===== src/dms_pkg.sv =====
package dms_pkg;

  // ==========================================================
  // time base
  localparam int unsigned CLK_KHZ  = 125000;
  localparam int unsigned TICK_MS  = 100;
  localparam int unsigned TICK_DEF = TICK_MS * CLK_KHZ;

  // fault times in seconds
  localparam int unsigned T_LINK_S   = 25;
  localparam int unsigned T_RELAY_S  = 5;
  localparam int unsigned T_SENSE_S  = 1;
  localparam int unsigned T_TACHO_S  = 5;
  localparam int unsigned T_DRIVE_S  = 3;
  localparam int unsigned T_PAUSE_S  = 10;
  localparam int unsigned T_SUPPLY_S = 5;
  localparam int unsigned T_HOPEN_S  = 3;
  localparam int unsigned T_LEAK_S   = 12;
  localparam int unsigned FAN_TRIALS = 2;

  // times in ticks; "longer than" adds one tick
  localparam int unsigned N_LINK   = T_LINK_S * 1000 / TICK_MS;
  localparam int unsigned N_RELAY  = T_RELAY_S * 1000 / TICK_MS;
  localparam int unsigned N_SENSE  = T_SENSE_S * 1000 / TICK_MS + 1;
  localparam int unsigned N_TACHO  = T_TACHO_S * 1000 / TICK_MS;
  localparam int unsigned N_DRIVE  = T_DRIVE_S * 1000 / TICK_MS;
  localparam int unsigned N_PAUSE  = T_PAUSE_S * 1000 / TICK_MS;
  localparam int unsigned N_SUPPLY = T_SUPPLY_S * 1000 / TICK_MS;
  localparam int unsigned N_HOPEN  = T_HOPEN_S * 1000 / TICK_MS;
  localparam int unsigned N_LEAK   = T_LEAK_S * 1000 / TICK_MS + 1;

  // ==========================================================
  // converter limits
  localparam logic [9:0] ADC_HIGH   = 10'h3d4;
  localparam logic [9:0] ADC_NEG    = 10'h028;
  localparam logic [7:0] LEAK_FULL  = 8'hff;
  localparam logic [7:0] SPEED_1V   = 8'h33;
  localparam logic [7:0] SPEED_5V   = 8'hff;
  localparam logic [3:0] ZC_MIN_50  = 4'h5;
  localparam logic [3:0] ZC_MIN_60  = 4'h6;

  // ==========================================================
  // alarm bits
  localparam int N_AL = 13;
  localparam int AL_LINK = 0, AL_R1 = 1, AL_S1 = 2, AL_R2 = 3, AL_S2 = 4;
  localparam int AL_TSENSE = 5, AL_TOPEN = 6, AL_TACHO = 7, AL_DRIVE = 8;
  localparam int AL_SUPPLY = 9, AL_MICRO = 10, AL_HOPEN = 11, AL_LEAK = 12;
  localparam logic [12:0] AL_CLEARABLE = 13'h1c7f;
  localparam int unsigned PERSIST_N [13] = '{N_LINK, N_RELAY, N_SENSE, N_RELAY,
    N_SENSE, N_SENSE, N_SENSE, 0, 0, N_SUPPLY, 0, N_HOPEN, N_LEAK};

  // ==========================================================
  // register map
  localparam int ADDR_W = 5;
  localparam logic [4:0] REG_CTRL   = 5'h00;
  localparam logic [4:0] REG_MAINS  = 5'h04;
  localparam logic [4:0] REG_SUPMIN = 5'h08;
  localparam logic [4:0] REG_STATUS = 5'h0c;
  localparam logic [4:0] REG_CLEAR  = 5'h10;
  localparam int CTRL_PB = 0, CTRL_60HZ = 1, CTRL_IDLE = 2, STAT_ACT = 16;
  localparam logic [2:0] CTRL_RST   = 3'h0;
  localparam logic [7:0] MAINS_RST  = 8'he6;
  localparam logic [9:0] SUPMIN_RST = 10'h000;

  typedef enum logic {TR_WATCH, TR_PAUSE} dms_trial_t;

endpackage


===== src/dms_persist.sv =====
`timescale 1ns/1ps
`default_nettype none
module dms_persist
  import dms_pkg::*;
#(
  parameter int unsigned LIMIT = 10
)(
  input  wire logic clock,  // system clock
  input  wire logic resetn, // async reset, low
  input  wire logic tick,   // time base pulse
  input  wire logic cond,   // fault present
  output logic      hit     // persistence reached
);

  logic [7:0] cnt;

  // count ticks with fault, restart when absent
  always_ff @(posedge clock or negedge resetn)
  begin
    if (!resetn)
      cnt <= 8'h00;
    else if (tick && !cond)
      cnt <= 8'h00;
    else if (tick && cnt != 8'(LIMIT - 1))
      cnt <= cnt + 8'h01;
  end

  assign hit = tick && cond && cnt == 8'(LIMIT - 1);
endmodule
`default_nettype wire


===== src/dms_supervisor.sv =====
// The Avalon-MM slave port and the register offsets are this design's own decisions.
`timescale 1ns/1ps
`default_nettype none
// Summary of operation
// - link failure lasting 25 s raises the link alarm, retries go on
// - relay command versus sensed state mismatch for 5 s sets relay alarm
// - relay alarm requests drying skip and cool down
// - sensing out of limits above 980, or above 40 on negative half wave
// - sensing alarms need the fault for longer than 1 s
// - relay sensing check only while that relay is commanded off
// - thermostat sensing alarm is reported only, cycle continues
// - upper threshold 3/4 minus 1/16 of bulk reading, lower is half
// - thermostat sensing above upper threshold means automatic thermostat open
// - both relays off and sensing between thresholds means manual thermostat open
// - power board mode checks thermostat only when idle; no corrective action
// - fan commanded on with no tacho pulse for 5 s fails a trial
// - fan alarms latch after 2 failed trials, 10 s pause before retry
// - drive trial fails on command below 1 V running, or above 1 V stopped
// - fan alarms block with door open, ignore start/pause, clear at power-off
// - missing zero cross or low supply for 5 s stops, clears itself
// - mains frequency and minimum supply are configurable for supply checks
// - self-check or memory fault stores micro fault warning, not displayed
// - relays off and a heater sensing outside window 3 s sets heater open
// - leakage when line sensing above or below mains derived thresholds
// - leakage checked with door closed, alarm after more than 12 s
// - leakage alarm removes satellite power and skips its phases
module dms_supervisor
  import dms_pkg::*;
#(
  parameter int unsigned TICK_CYCLES = TICK_DEF
)(
  input  wire logic              clock,                 // system clock
  input  wire logic              resetn,                // async reset, low
  input  wire logic [ADDR_W-1:0] address,               // byte address
  input  wire logic              read,                  // read request
  input  wire logic              write,                 // write request
  input  wire logic [31:0]       writedata,             // write data
  output logic      [31:0]       readdata,              // read data
  output logic                   waitrequest,           // slave busy
  input  wire logic              link_ok,               // satellite answers
  input  wire logic              heater_one_cmd,        // relay 1 driven
  input  wire logic              heater_two_cmd,        // relay 2 driven
  input  wire logic              heater_one_on_sensed,  // relay 1 seen closed
  input  wire logic              heater_two_on_sensed,  // relay 2 seen closed
  input  wire logic [9:0]        heater_one_sense,      // relay 1 sensing
  input  wire logic [9:0]        heater_two_sense,      // relay 2 sensing
  input  wire logic [9:0]        thermostat_sense,      // thermostat sensing
  input  wire logic              negative_half_wave,    // supply half wave
  input  wire logic [9:0]        bulk_voltage_reading,  // bulk reading
  input  wire logic              fan_run_cmd,           // fan commanded on
  input  wire logic              fan_tacho,             // tacho feedback
  input  wire logic [7:0]        speed_set_level,       // speed command level
  input  wire logic              zero_cross,            // zero cross signal
  input  wire logic [7:0]        line_sense,            // line relay sensing
  input  wire logic              door_closed,           // door shut
  input  wire logic              self_check_fail,       // protection check
  input  wire logic              memory_fault,          // program memory bad
  input  wire logic              start_pause_clear,     // clear pulse
  output logic      [N_AL-1:0]   alarm,                 // alarm flags
  output logic                   skip_drying,           // skip drying phase
  output logic                   cool_request,          // start cooling
  output logic                   block_door_open,       // block, door open
  output logic                   stop_machine,          // stop the cycle
  output logic                   satellite_power,       // satellite power on
  output logic                   skip_satellite_phases  // skip its phases
);

  // ==========================================================
  // registers and bus slave
  logic [2:0]      ctrl;
  logic [7:0]      mains;
  logic [9:0]      supply_min;
  logic            reg_clear;
  logic            req;
  logic            take;
  logic            clr;
  logic [31:0]     next_rd;
  logic [23:0]     tick_cnt;
  logic            tick;
  logic [N_AL-1:0] cond;
  logic [N_AL-1:0] hit;
  logic [N_AL-1:0] set;
  logic [N_AL-1:0] next_alarm;

  assign req  = read || write;
  assign take = req && !waitrequest;
  assign clr  = start_pause_clear || reg_clear;

  // one wait state per access
  always_ff @(posedge clock or negedge resetn)
  begin
    if (!resetn)
      waitrequest <= 1'b1;
    else
      waitrequest <= !(req && waitrequest);
  end

  // read decode
  always_comb
  begin
    next_rd = 32'h0000_0000;
    if (address == REG_CTRL)
      next_rd[2:0] = ctrl;
    else if (address == REG_MAINS)
      next_rd[7:0] = mains;
    else if (address == REG_SUPMIN)
      next_rd[9:0] = supply_min;
    else if (address == REG_STATUS)
    begin
      next_rd[N_AL-1:0] = alarm;
      next_rd[STAT_ACT+5:STAT_ACT] = {skip_satellite_phases, satellite_power,
        stop_machine, block_door_open, cool_request, skip_drying};
    end
  end

  // read data captured in the wait cycle
  always_ff @(posedge clock or negedge resetn)
  begin
    if (!resetn)
      readdata <= 32'h0000_0000;
    else if (read && waitrequest)
      readdata <= next_rd;
  end

  // configuration writes
  always_ff @(posedge clock or negedge resetn)
  begin
    if (!resetn)
    begin
      ctrl       <= CTRL_RST;
      mains      <= MAINS_RST;
      supply_min <= SUPMIN_RST;
    end
    else if (take && write)
    begin
      if (address == REG_CTRL)
        ctrl <= writedata[2:0];
      else if (address == REG_MAINS)
        mains <= writedata[7:0];
      else if (address == REG_SUPMIN)
        supply_min <= writedata[9:0];
    end
  end

  // software clear pulse
  always_ff @(posedge clock or negedge resetn)
  begin
    if (!resetn)
      reg_clear <= 1'b0;
    else
      reg_clear <= take && write && address == REG_CLEAR && writedata[0];
  end

  // ==========================================================
  // time base
  always_ff @(posedge clock or negedge resetn)
  begin
    if (!resetn)
      tick_cnt <= 24'h000000;
    else if (tick)
      tick_cnt <= 24'h000000;
    else
      tick_cnt <= tick_cnt + 24'h000001;
  end

  assign tick = tick_cnt == 24'(TICK_CYCLES - 1);

  // ==========================================================
  // thresholds
  logic [9:0] quarter;
  logic [9:0] h_thr;
  logic [9:0] l_thr;
  logic [7:0] leak_hi;
  logic [7:0] leak_lo;
  logic       both_off;
  logic       thermo_en;

  assign quarter  = {2'b00, bulk_voltage_reading[9:2]};
  assign h_thr    = quarter + quarter + quarter - {4'h0, bulk_voltage_reading[9:4]};
  assign l_thr    = {1'b0, bulk_voltage_reading[9:1]};
  assign leak_hi  = LEAK_FULL - ({3'h0, mains[7:3]} + {4'h0, mains[7:4]});
  assign leak_lo  = LEAK_FULL - ({1'b0, mains[7:1]} - {3'h0, mains[7:3]});
  assign both_off = !heater_one_cmd && !heater_two_cmd;
  assign thermo_en = !ctrl[CTRL_PB] || ctrl[CTRL_IDLE];

  function automatic logic out_lim(input logic [9:0] v, input logic neg);
    out_lim = v > ADC_HIGH || (neg && v > ADC_NEG);
  endfunction

  function automatic logic out_win(input logic [9:0] v, input logic [9:0] h, input logic [9:0] l);
    out_win = v > h || v < l;
  endfunction

  // ==========================================================
  // zero cross and tacho activity per tick
  logic       zc_q;
  logic [3:0] zc_cnt;
  logic       zc_ok;
  logic       tacho_q;
  logic       tacho_seen;

  always_ff @(posedge clock or negedge resetn)
  begin
    if (!resetn)
    begin
      zc_q   <= 1'b0;
      zc_cnt <= 4'h0;
      zc_ok  <= 1'b1;
    end
    else
    begin
      zc_q <= zero_cross;
      if (tick)
      begin
        zc_cnt <= 4'h0;
        zc_ok  <= zc_cnt >= (ctrl[CTRL_60HZ] ? ZC_MIN_60 : ZC_MIN_50);
      end
      else if (zero_cross && !zc_q && zc_cnt != 4'hf)
        zc_cnt <= zc_cnt + 4'h1;
    end
  end

  always_ff @(posedge clock or negedge resetn)
  begin
    if (!resetn)
    begin
      tacho_q    <= 1'b0;
      tacho_seen <= 1'b0;
    end
    else
    begin
      tacho_q <= fan_tacho;
      if (tick)
        tacho_seen <= 1'b0;
      else if (fan_tacho && !tacho_q)
        tacho_seen <= 1'b1;
    end
  end

  // ==========================================================
  // fault conditions
  always_comb
  begin
    cond = '0;
    cond[AL_LINK]   = !link_ok;
    cond[AL_R1]     = heater_one_cmd != heater_one_on_sensed;
    cond[AL_R2]     = heater_two_cmd != heater_two_on_sensed;
    cond[AL_S1]     = !heater_one_cmd && out_lim(heater_one_sense, negative_half_wave);
    cond[AL_S2]     = !heater_two_cmd && out_lim(heater_two_sense, negative_half_wave);
    cond[AL_TSENSE] = out_lim(thermostat_sense, negative_half_wave);
    cond[AL_TOPEN]  = thermo_en && (thermostat_sense > h_thr
      || (both_off && thermostat_sense > l_thr && thermostat_sense < h_thr));
    cond[AL_TACHO]  = fan_run_cmd && !tacho_seen && !(fan_tacho && !tacho_q);
    cond[AL_DRIVE]  = fan_run_cmd ? speed_set_level < SPEED_1V
      : (speed_set_level > SPEED_1V || speed_set_level == SPEED_5V);
    cond[AL_SUPPLY] = !zc_ok || bulk_voltage_reading < supply_min;
    cond[AL_HOPEN]  = both_off && (out_win(heater_one_sense, h_thr, l_thr)
      || out_win(heater_two_sense, h_thr, l_thr));
    cond[AL_LEAK]   = door_closed && (line_sense > leak_hi || line_sense < leak_lo);
  end

  // persistence timers, one per timed alarm except the two fan alarms
  generate
    for (genvar i = 0; i < N_AL; i++)
    begin : g_tmr
      if (PERSIST_N[i] != 0)
      begin : g_on
        dms_persist #(.LIMIT(PERSIST_N[i])) u_tmr (
          .clock  (clock),
          .resetn (resetn),
          .tick   (tick),
          .cond   (cond[i]),
          .hit    (hit[i])
        );
      end
      else
      begin : g_off
        assign hit[i] = 1'b0;
      end
    end
  endgenerate

  // fan retry sequencers
  logic tacho_latched;
  logic drive_latched;

  dms_trial #(.COND_T(N_TACHO), .PAUSE_T(N_PAUSE), .TRIALS(FAN_TRIALS)) u_tacho (
    .clock   (clock),
    .resetn  (resetn),
    .tick    (tick),
    .cond    (cond[AL_TACHO]),
    .latched (tacho_latched)
  );

  dms_trial #(.COND_T(N_DRIVE), .PAUSE_T(N_PAUSE), .TRIALS(FAN_TRIALS)) u_drive (
    .clock   (clock),
    .resetn  (resetn),
    .tick    (tick),
    .cond    (cond[AL_DRIVE]),
    .latched (drive_latched)
  );

  // ==========================================================
  // alarm latching, set wins over clear
  always_comb
  begin
    set = hit;
    set[AL_TACHO] = tacho_latched;
    set[AL_DRIVE] = drive_latched;
    set[AL_MICRO] = self_check_fail || memory_fault;
    next_alarm = set | (alarm & ~(clr ? AL_CLEARABLE : 13'h0000));
    next_alarm[AL_SUPPLY] = hit[AL_SUPPLY] || (alarm[AL_SUPPLY] && cond[AL_SUPPLY]);
  end

  always_ff @(posedge clock or negedge resetn)
  begin
    if (!resetn)
      alarm <= '0;
    else
      alarm <= next_alarm;
  end

  // consequent actions
  always_ff @(posedge clock or negedge resetn)
  begin
    if (!resetn)
    begin
      skip_drying           <= 1'b0;
      cool_request          <= 1'b0;
      block_door_open       <= 1'b0;
      stop_machine          <= 1'b0;
      satellite_power       <= 1'b0;
      skip_satellite_phases <= 1'b0;
    end
    else
    begin
      skip_drying           <= alarm[AL_R1] || alarm[AL_R2];
      cool_request          <= alarm[AL_R1] || alarm[AL_R2];
      block_door_open       <= alarm[AL_TACHO] || alarm[AL_DRIVE];
      stop_machine          <= alarm[AL_SUPPLY];
      satellite_power       <= !alarm[AL_LEAK];
      skip_satellite_phases <= alarm[AL_LEAK];
    end
  end
endmodule
`default_nettype wire


===== src/dms_trial.sv =====
`timescale 1ns/1ps
`default_nettype none
module dms_trial
  import dms_pkg::*;
#(
  parameter int unsigned COND_T  = 50,
  parameter int unsigned PAUSE_T = 100,
  parameter int unsigned TRIALS  = 2
)(
  input  wire logic clock,  // system clock
  input  wire logic resetn, // async reset, low
  input  wire logic tick,   // time base pulse
  input  wire logic cond,   // trial fault present
  output logic      latched // alarm after last trial
);

  dms_trial_t state;
  logic [7:0] cnt;
  logic [1:0] fails;

  // watch, fail, pause, retry
  always_ff @(posedge clock or negedge resetn)
  begin
    if (!resetn)
    begin
      state   <= TR_WATCH;
      cnt     <= 8'h00;
      fails   <= 2'h0;
      latched <= 1'b0;
    end
    else if (tick && !latched)
    begin
      case (state)
        TR_WATCH:
          if (!cond)
          begin
            cnt   <= 8'h00;
            fails <= 2'h0;
          end
          else if (cnt == 8'(COND_T - 1))
          begin
            cnt <= 8'h00;
            if (fails == 2'(TRIALS - 1))
              latched <= 1'b1;
            else
            begin
              fails <= fails + 2'h1;
              state <= TR_PAUSE;
            end
          end
          else
            cnt <= cnt + 8'h01;
        TR_PAUSE:
          if (cnt == 8'(PAUSE_T - 1))
          begin
            cnt   <= 8'h00;
            state <= TR_WATCH;
          end
          else
            cnt <= cnt + 8'h01;
        default: state <= TR_WATCH;
      endcase
    end
  end
endmodule
`default_nettype wire

===== config.mk =====
export PLATFORM = sky130hd
export DESIGN_NAME = dms_supervisor
export DESIGN_NICKNAME = d
export VERILOG_FILES = /design/src/dms_pkg.sv /design/src/dms_persist.sv /design/src/dms_supervisor.sv /design/src/dms_trial.sv
export SDC_FILE = /design/constraint.sdc
export NUM_CORES = 1
export LEC_CHECK = 0
export BUFFER_PORTS_ARGS = -buffer_cell sky130_fd_sc_hd__buf_2
export CORE_ASPECT_RATIO = 0.75
export CORE_MARGIN = 4
export CORE_UTILIZATION = 59
export DETAILED_ROUTE_END_ITERATION = 12
export GPL_TIMING_DRIVEN = 0
export MAX_ROUTING_LAYER = met4
export PLACE_DENSITY = 0.86
export SYNTH_ARGS = -nofsm -noshare
export SYNTH_HDL_FRONTEND = slang
export SYNTH_SLANG_ARGS = --single-unit
export TNS_END_PERCENT = 5

===== constraint.sdc =====
create_clock -name clock -period 4.5 [get_ports clock]
set_clock_uncertainty 0.15 [all_clocks]
set_input_delay 1.125 -clock clock [delete_from_list [all_inputs] [get_ports clock]]
set_output_delay 1.125 -clock clock [all_outputs]
set_load 0.1 [all_outputs]

==> summary.md <==
| Metric | Value |
|---|---|
| Hold_buf cts | `0` |
| Status | `finished with violations` |
| P_leak | `between 6 and 7 nW` |
| Remaining antenna violation count | `0` |
| Min-Delay Path Depth | `0` |
| Pin count of the biggest net entering global routing | `just over 100` |
| Tcrit/Tclk final | `1.05` |
| Failing checks | `negative setup slack` |
| Die area | `around 24000 um2` |
| Core footprint | `roughly 21000 um2` |
| Crit path time final | `4.74 ns` |
| Synthesized area | `around 13000 um2` |
| Setup violators final | `15` |
| IO buf count | `between 100 and 150` |
| Seq/Total Area, Yosys | `0.387` |
| Overall global routing resource usage | `0.291` |
| Synth Area per Inst | `around 9.3 um2` |
| Worst skew pair latency | `between 0.4 and 0.5 ns` |
| IO Count | `between 150 and 200` |
| Share of cells above drive strength 1 | `0.186` |
| Placed Area | `approximately 14000 um2` |
| # DRC | `0` |
| Placed cell count | `around 1800` |
| Fin nets | `1773` |
| Worst-margin pin slew | `1.23 ns` |
| Gr ovfl total | `0` |
| Main combinational cell family by area after synthesis | `simple AND/OR/NAND/NOR gates` |
| H-Tree Depth | `4` |
| Die width | `between 150 and 200 um` |
| Area leader, netlist | `dfrtp_1` |
| Peak supply drop | `roughly 0.00025 V` |
| Slew HR | `0.172` |
| Area delta synth->final | `16.7%` |
| Diode count | `0` |
| TritonCTS Buffers | `17` |
| Adder-Cell Fraction of Synth Area | `0.136` |
| Synth async-reset ratio | `1.00` |
| Sink Count | `between 150 and 200` |
| Yosys top cell area share | `0.373` |
| Synth Warn # | `0` |
| Synth Area in XOR/XNOR | `0.0389` |
| Clock Tree Buf Depth | `2` |
| Initial antenna violation count | `0` |
| Hold Fails Final Rpt | `0` |
| Post-synthesis mux area share | `0.0300` |
| Clock tree from TritonCTS | `built` |
| CP arrival | `about 5.0 ns` |
| Drt first pass iters | `6` |
| Avg Vias per Cell | `~6.1` |
| RSZ-0062 raised after global routing | `true` |
| Post-synthesis sequential element count | `slightly below 200` |
| Crit-path max FO | `5` |
| Cell variety after synth | `84` |
| WHS Endpoint | `skip_satellite_phases` |
| # rows | `between 40 and 50` |
| Slowest cell on crit path | `fa_1` |
| WS Path Type | `primary input to flip-flop` |
| Design Area, Final | `14700 um2` |
| GPL Wtd Cong | `roughly 0.97` |
| Slew Viols, Final | `0` |
| Root buf cell | `clkbuf_16` |
| Die Y | `between 100 and 150 um` |
| Non-filler instance count after layout | `between 1500 and 2000` |
| Area contributors post-synth | `dfrtp_1, ha_1, o21ai_0` |
| Hold Crit Class | `flip-flop to flip-flop` |
| Delay of the slowest critical-path stage | `~0.52 ns` |
| Reg2Reg Setup Slack | `just under 0.7 ns` |
| Fmax | `approximately 0.21 GHz` |
| Crit-path cells | `buf_8, clkinvlp_4, fa_1, ha_2, inv_2, fa_2, nor2b_4, o21ai_0, nand2_1, nand2_4, buf_4, ha_1, o21ai_0, a21oi_1, o31ai_1, maj3_1, a21oi_1, a211o_4, buf_6, nand2_2, a31oi_2` |
| Hold path startpoint | `alarm[12]` |
| Cell Pwr Density | `~330 nW/um2` |
| Synth Area in Compound Gates | `0.164` |
| Starting density of the core | `0.599` |
| Number of global-route vias before repair | `10900` |
| Worst Path Required | `between 4 and 5 ns` |
| Top_reg_cell synth | `dfrtp_1` |
| Setup ws final | `-0.238 ns` |
| First-pass GRT wire length | `approximately 55000 um` |
| R2R cell count | `15` |
| Wire length per cell | `~18 um` |
| Simple-gate share of the synthesized area | `0.202` |
| FF-to-FF Start | `mains[2]` |
| Hold Slack | `between 0.3 and 0.4 ns` |
| Endpoint class of the critical path | `flip-flop` |
| EDFF count, synth | `0` |
| Iteration-0 DRC Markers | `approximately 1100` |
| DP HPWL | `about 24000 um` |
| CP startpoint kind | `primary input` |
| Final Util | `0.699` |
| CP Launch Point | `bulk_voltage_reading[5]` |
| Worst-path clk slew | `~0.080 ns` |
| WL final | `about 34000 um` |
| R2R Path End | `g_tmr[12].g_on.u_tmr.cnt[5]` |
| Vias | `roughly 11000` |
| Synthesized instance count | `roughly 1400` |
| Max Cap Viol | `0` |
cells by family after synthesis:
family                     count (synthesis)
adders and majority gates                132
and+or+nand+nor                          502
other                                      1
DFF                                      195
xor gates and xnor gates                  56
AOI/OAI and AO/OA                        317
buffers and inverters                    124
muxes                                     35
repair_timing:
| action | CTS | global route |
|---|---|---|
| resized for setup | 28 | 23 |
| endpoints found under the setup margin | 18 | 18 |
| cloned | 1 | 0 |
| pin swaps | 16 | 20 |
| buffers inserted | 9 | 6 |
metrics by stage:
step                      setup TNS [ns]  total power, mW  worst slack (ns)
after floorplan                    -1.19             2.73            -0.168
after global placement           -206.89             2.99             -1.04
after detailed placement          -15.86             3.06            -0.994
final                              -2.41             4.86            -0.238
after global routing               -4.89             5.07            -0.398
after CTS                          -2.16             4.75            -0.252
worst max-delay path, delay by kind of cell:
| family | cells | cell delay (ns) |
|---|---|---|
| AO/OA/AOI/OAI | 7 | 1.07 |
| adder cells (fa/ha/maj) | 5 | 1.79 |
| buffers and inverters | 5 | 0.52 |
| AND/OR/NAND/NOR | 4 | 0.42 |
sequential cells by signal, indices dropped and copies added, names as in the netlist, 2 cells and up:
name and count:
u_drive.cnt 8, mains 8, ctrl 3, u_drive.fails 2
supply_min 10, alarm 13, u_tacho.fails 2, tick_cnt 24
g_tmr.g_on.u_tmr.cnt 80, zc_cnt 4, readdata 18, u_tacho.cnt 8
how the worst max path moves through the flow:
stage                                        to  depth (start not counted)
finish              g_tmr[11].g_on.u_tmr.cnt[0]                         21
CTS                 g_tmr[11].g_on.u_tmr.cnt[1]                         21
global placement     g_tmr[3].g_on.u_tmr.cnt[5]                          1
detailed placement   g_tmr[6].g_on.u_tmr.cnt[1]                         15
global route        g_tmr[11].g_on.u_tmr.cnt[1]                         21
floorplan           g_tmr[11].g_on.u_tmr.cnt[7]                         17
cell usage in the layout, fill, tap and decap left out, drive strengths merged, types with 6 or more instances in the layout:
master and n:
nor4b 6, xnor2 28, o211ai 8, a21o 22
dfstp 7, o22ai 9, nand3 60, o21ai 112
nand2 122, a31oi 9, inv 93, or4 7
or2 11, a21oi 55, nor2 108, buf 158
nor4 13, conb 13, nand2b 20, ha 120
mux2 23, mux2i 12, fa 9, nor3 31
o21a 8, nand4 38, dfrtp 188, clkbuf 37
o31ai 28, and3 24, nor2b 26, xor2 28
and2 9, a22o 14, or3 6
cell type report:
cell class                      instances  area [um2]
Sequential cell                       195        4890
Multi-Input combinational cell       1055        7520
Clock buffer                           17         425
Clock inverter                         15         190
Fill cell                            1541        6330
Buffer                                 37         203
Timing Repair Buffer                  141         812
Tap cell                              288         360
Inverter                               87         334
report_power, final:
group          internal [mW]  switching (mW)  leakage [nW]
logic                  0.572           0.798          4.07
registers               1.81          0.0655          2.43
clock network          0.848           0.758         0.302
synthesized netlist by cell type (8+ instances only):
library cell,n
inv_1,87
mux2_2,23
nand3_1,60
buf_4,15
nor4_1,11
or2_2,8
ha_1,120
a31oi_1,9
and2_1,8
a21o_1,22
o21ai_0,109
xor2_1,28
dfrtp_1,188
nand4_1,38
fa_1,9
a22o_1,14
nor2_1,108
nand2_1,122
nor2b_1,25
xnor2_1,28
clkbuf_1,20
nor3_1,31
nand2b_1,20
o22ai_1,9
o31ai_1,27
and3_1,24
mux2i_1,12
a21oi_1,55
o211ai_1,8
per-layer routing:
metal | vias up | routed length [um] | share of wire | track usage
met4 | 0 | 1020 | 0.030 | 0.0936
met3 | 104 | 2460 | 0.073 | 0.0593
met5 | - | 0 | 0 | -
li1 | 5248 | - | - | -
met1 | 5431 | 14700 | 0.44 | 0.394
met2 | 489 | 15600 | 0.46 | 0.445
(Power assumes the default switching activity.)
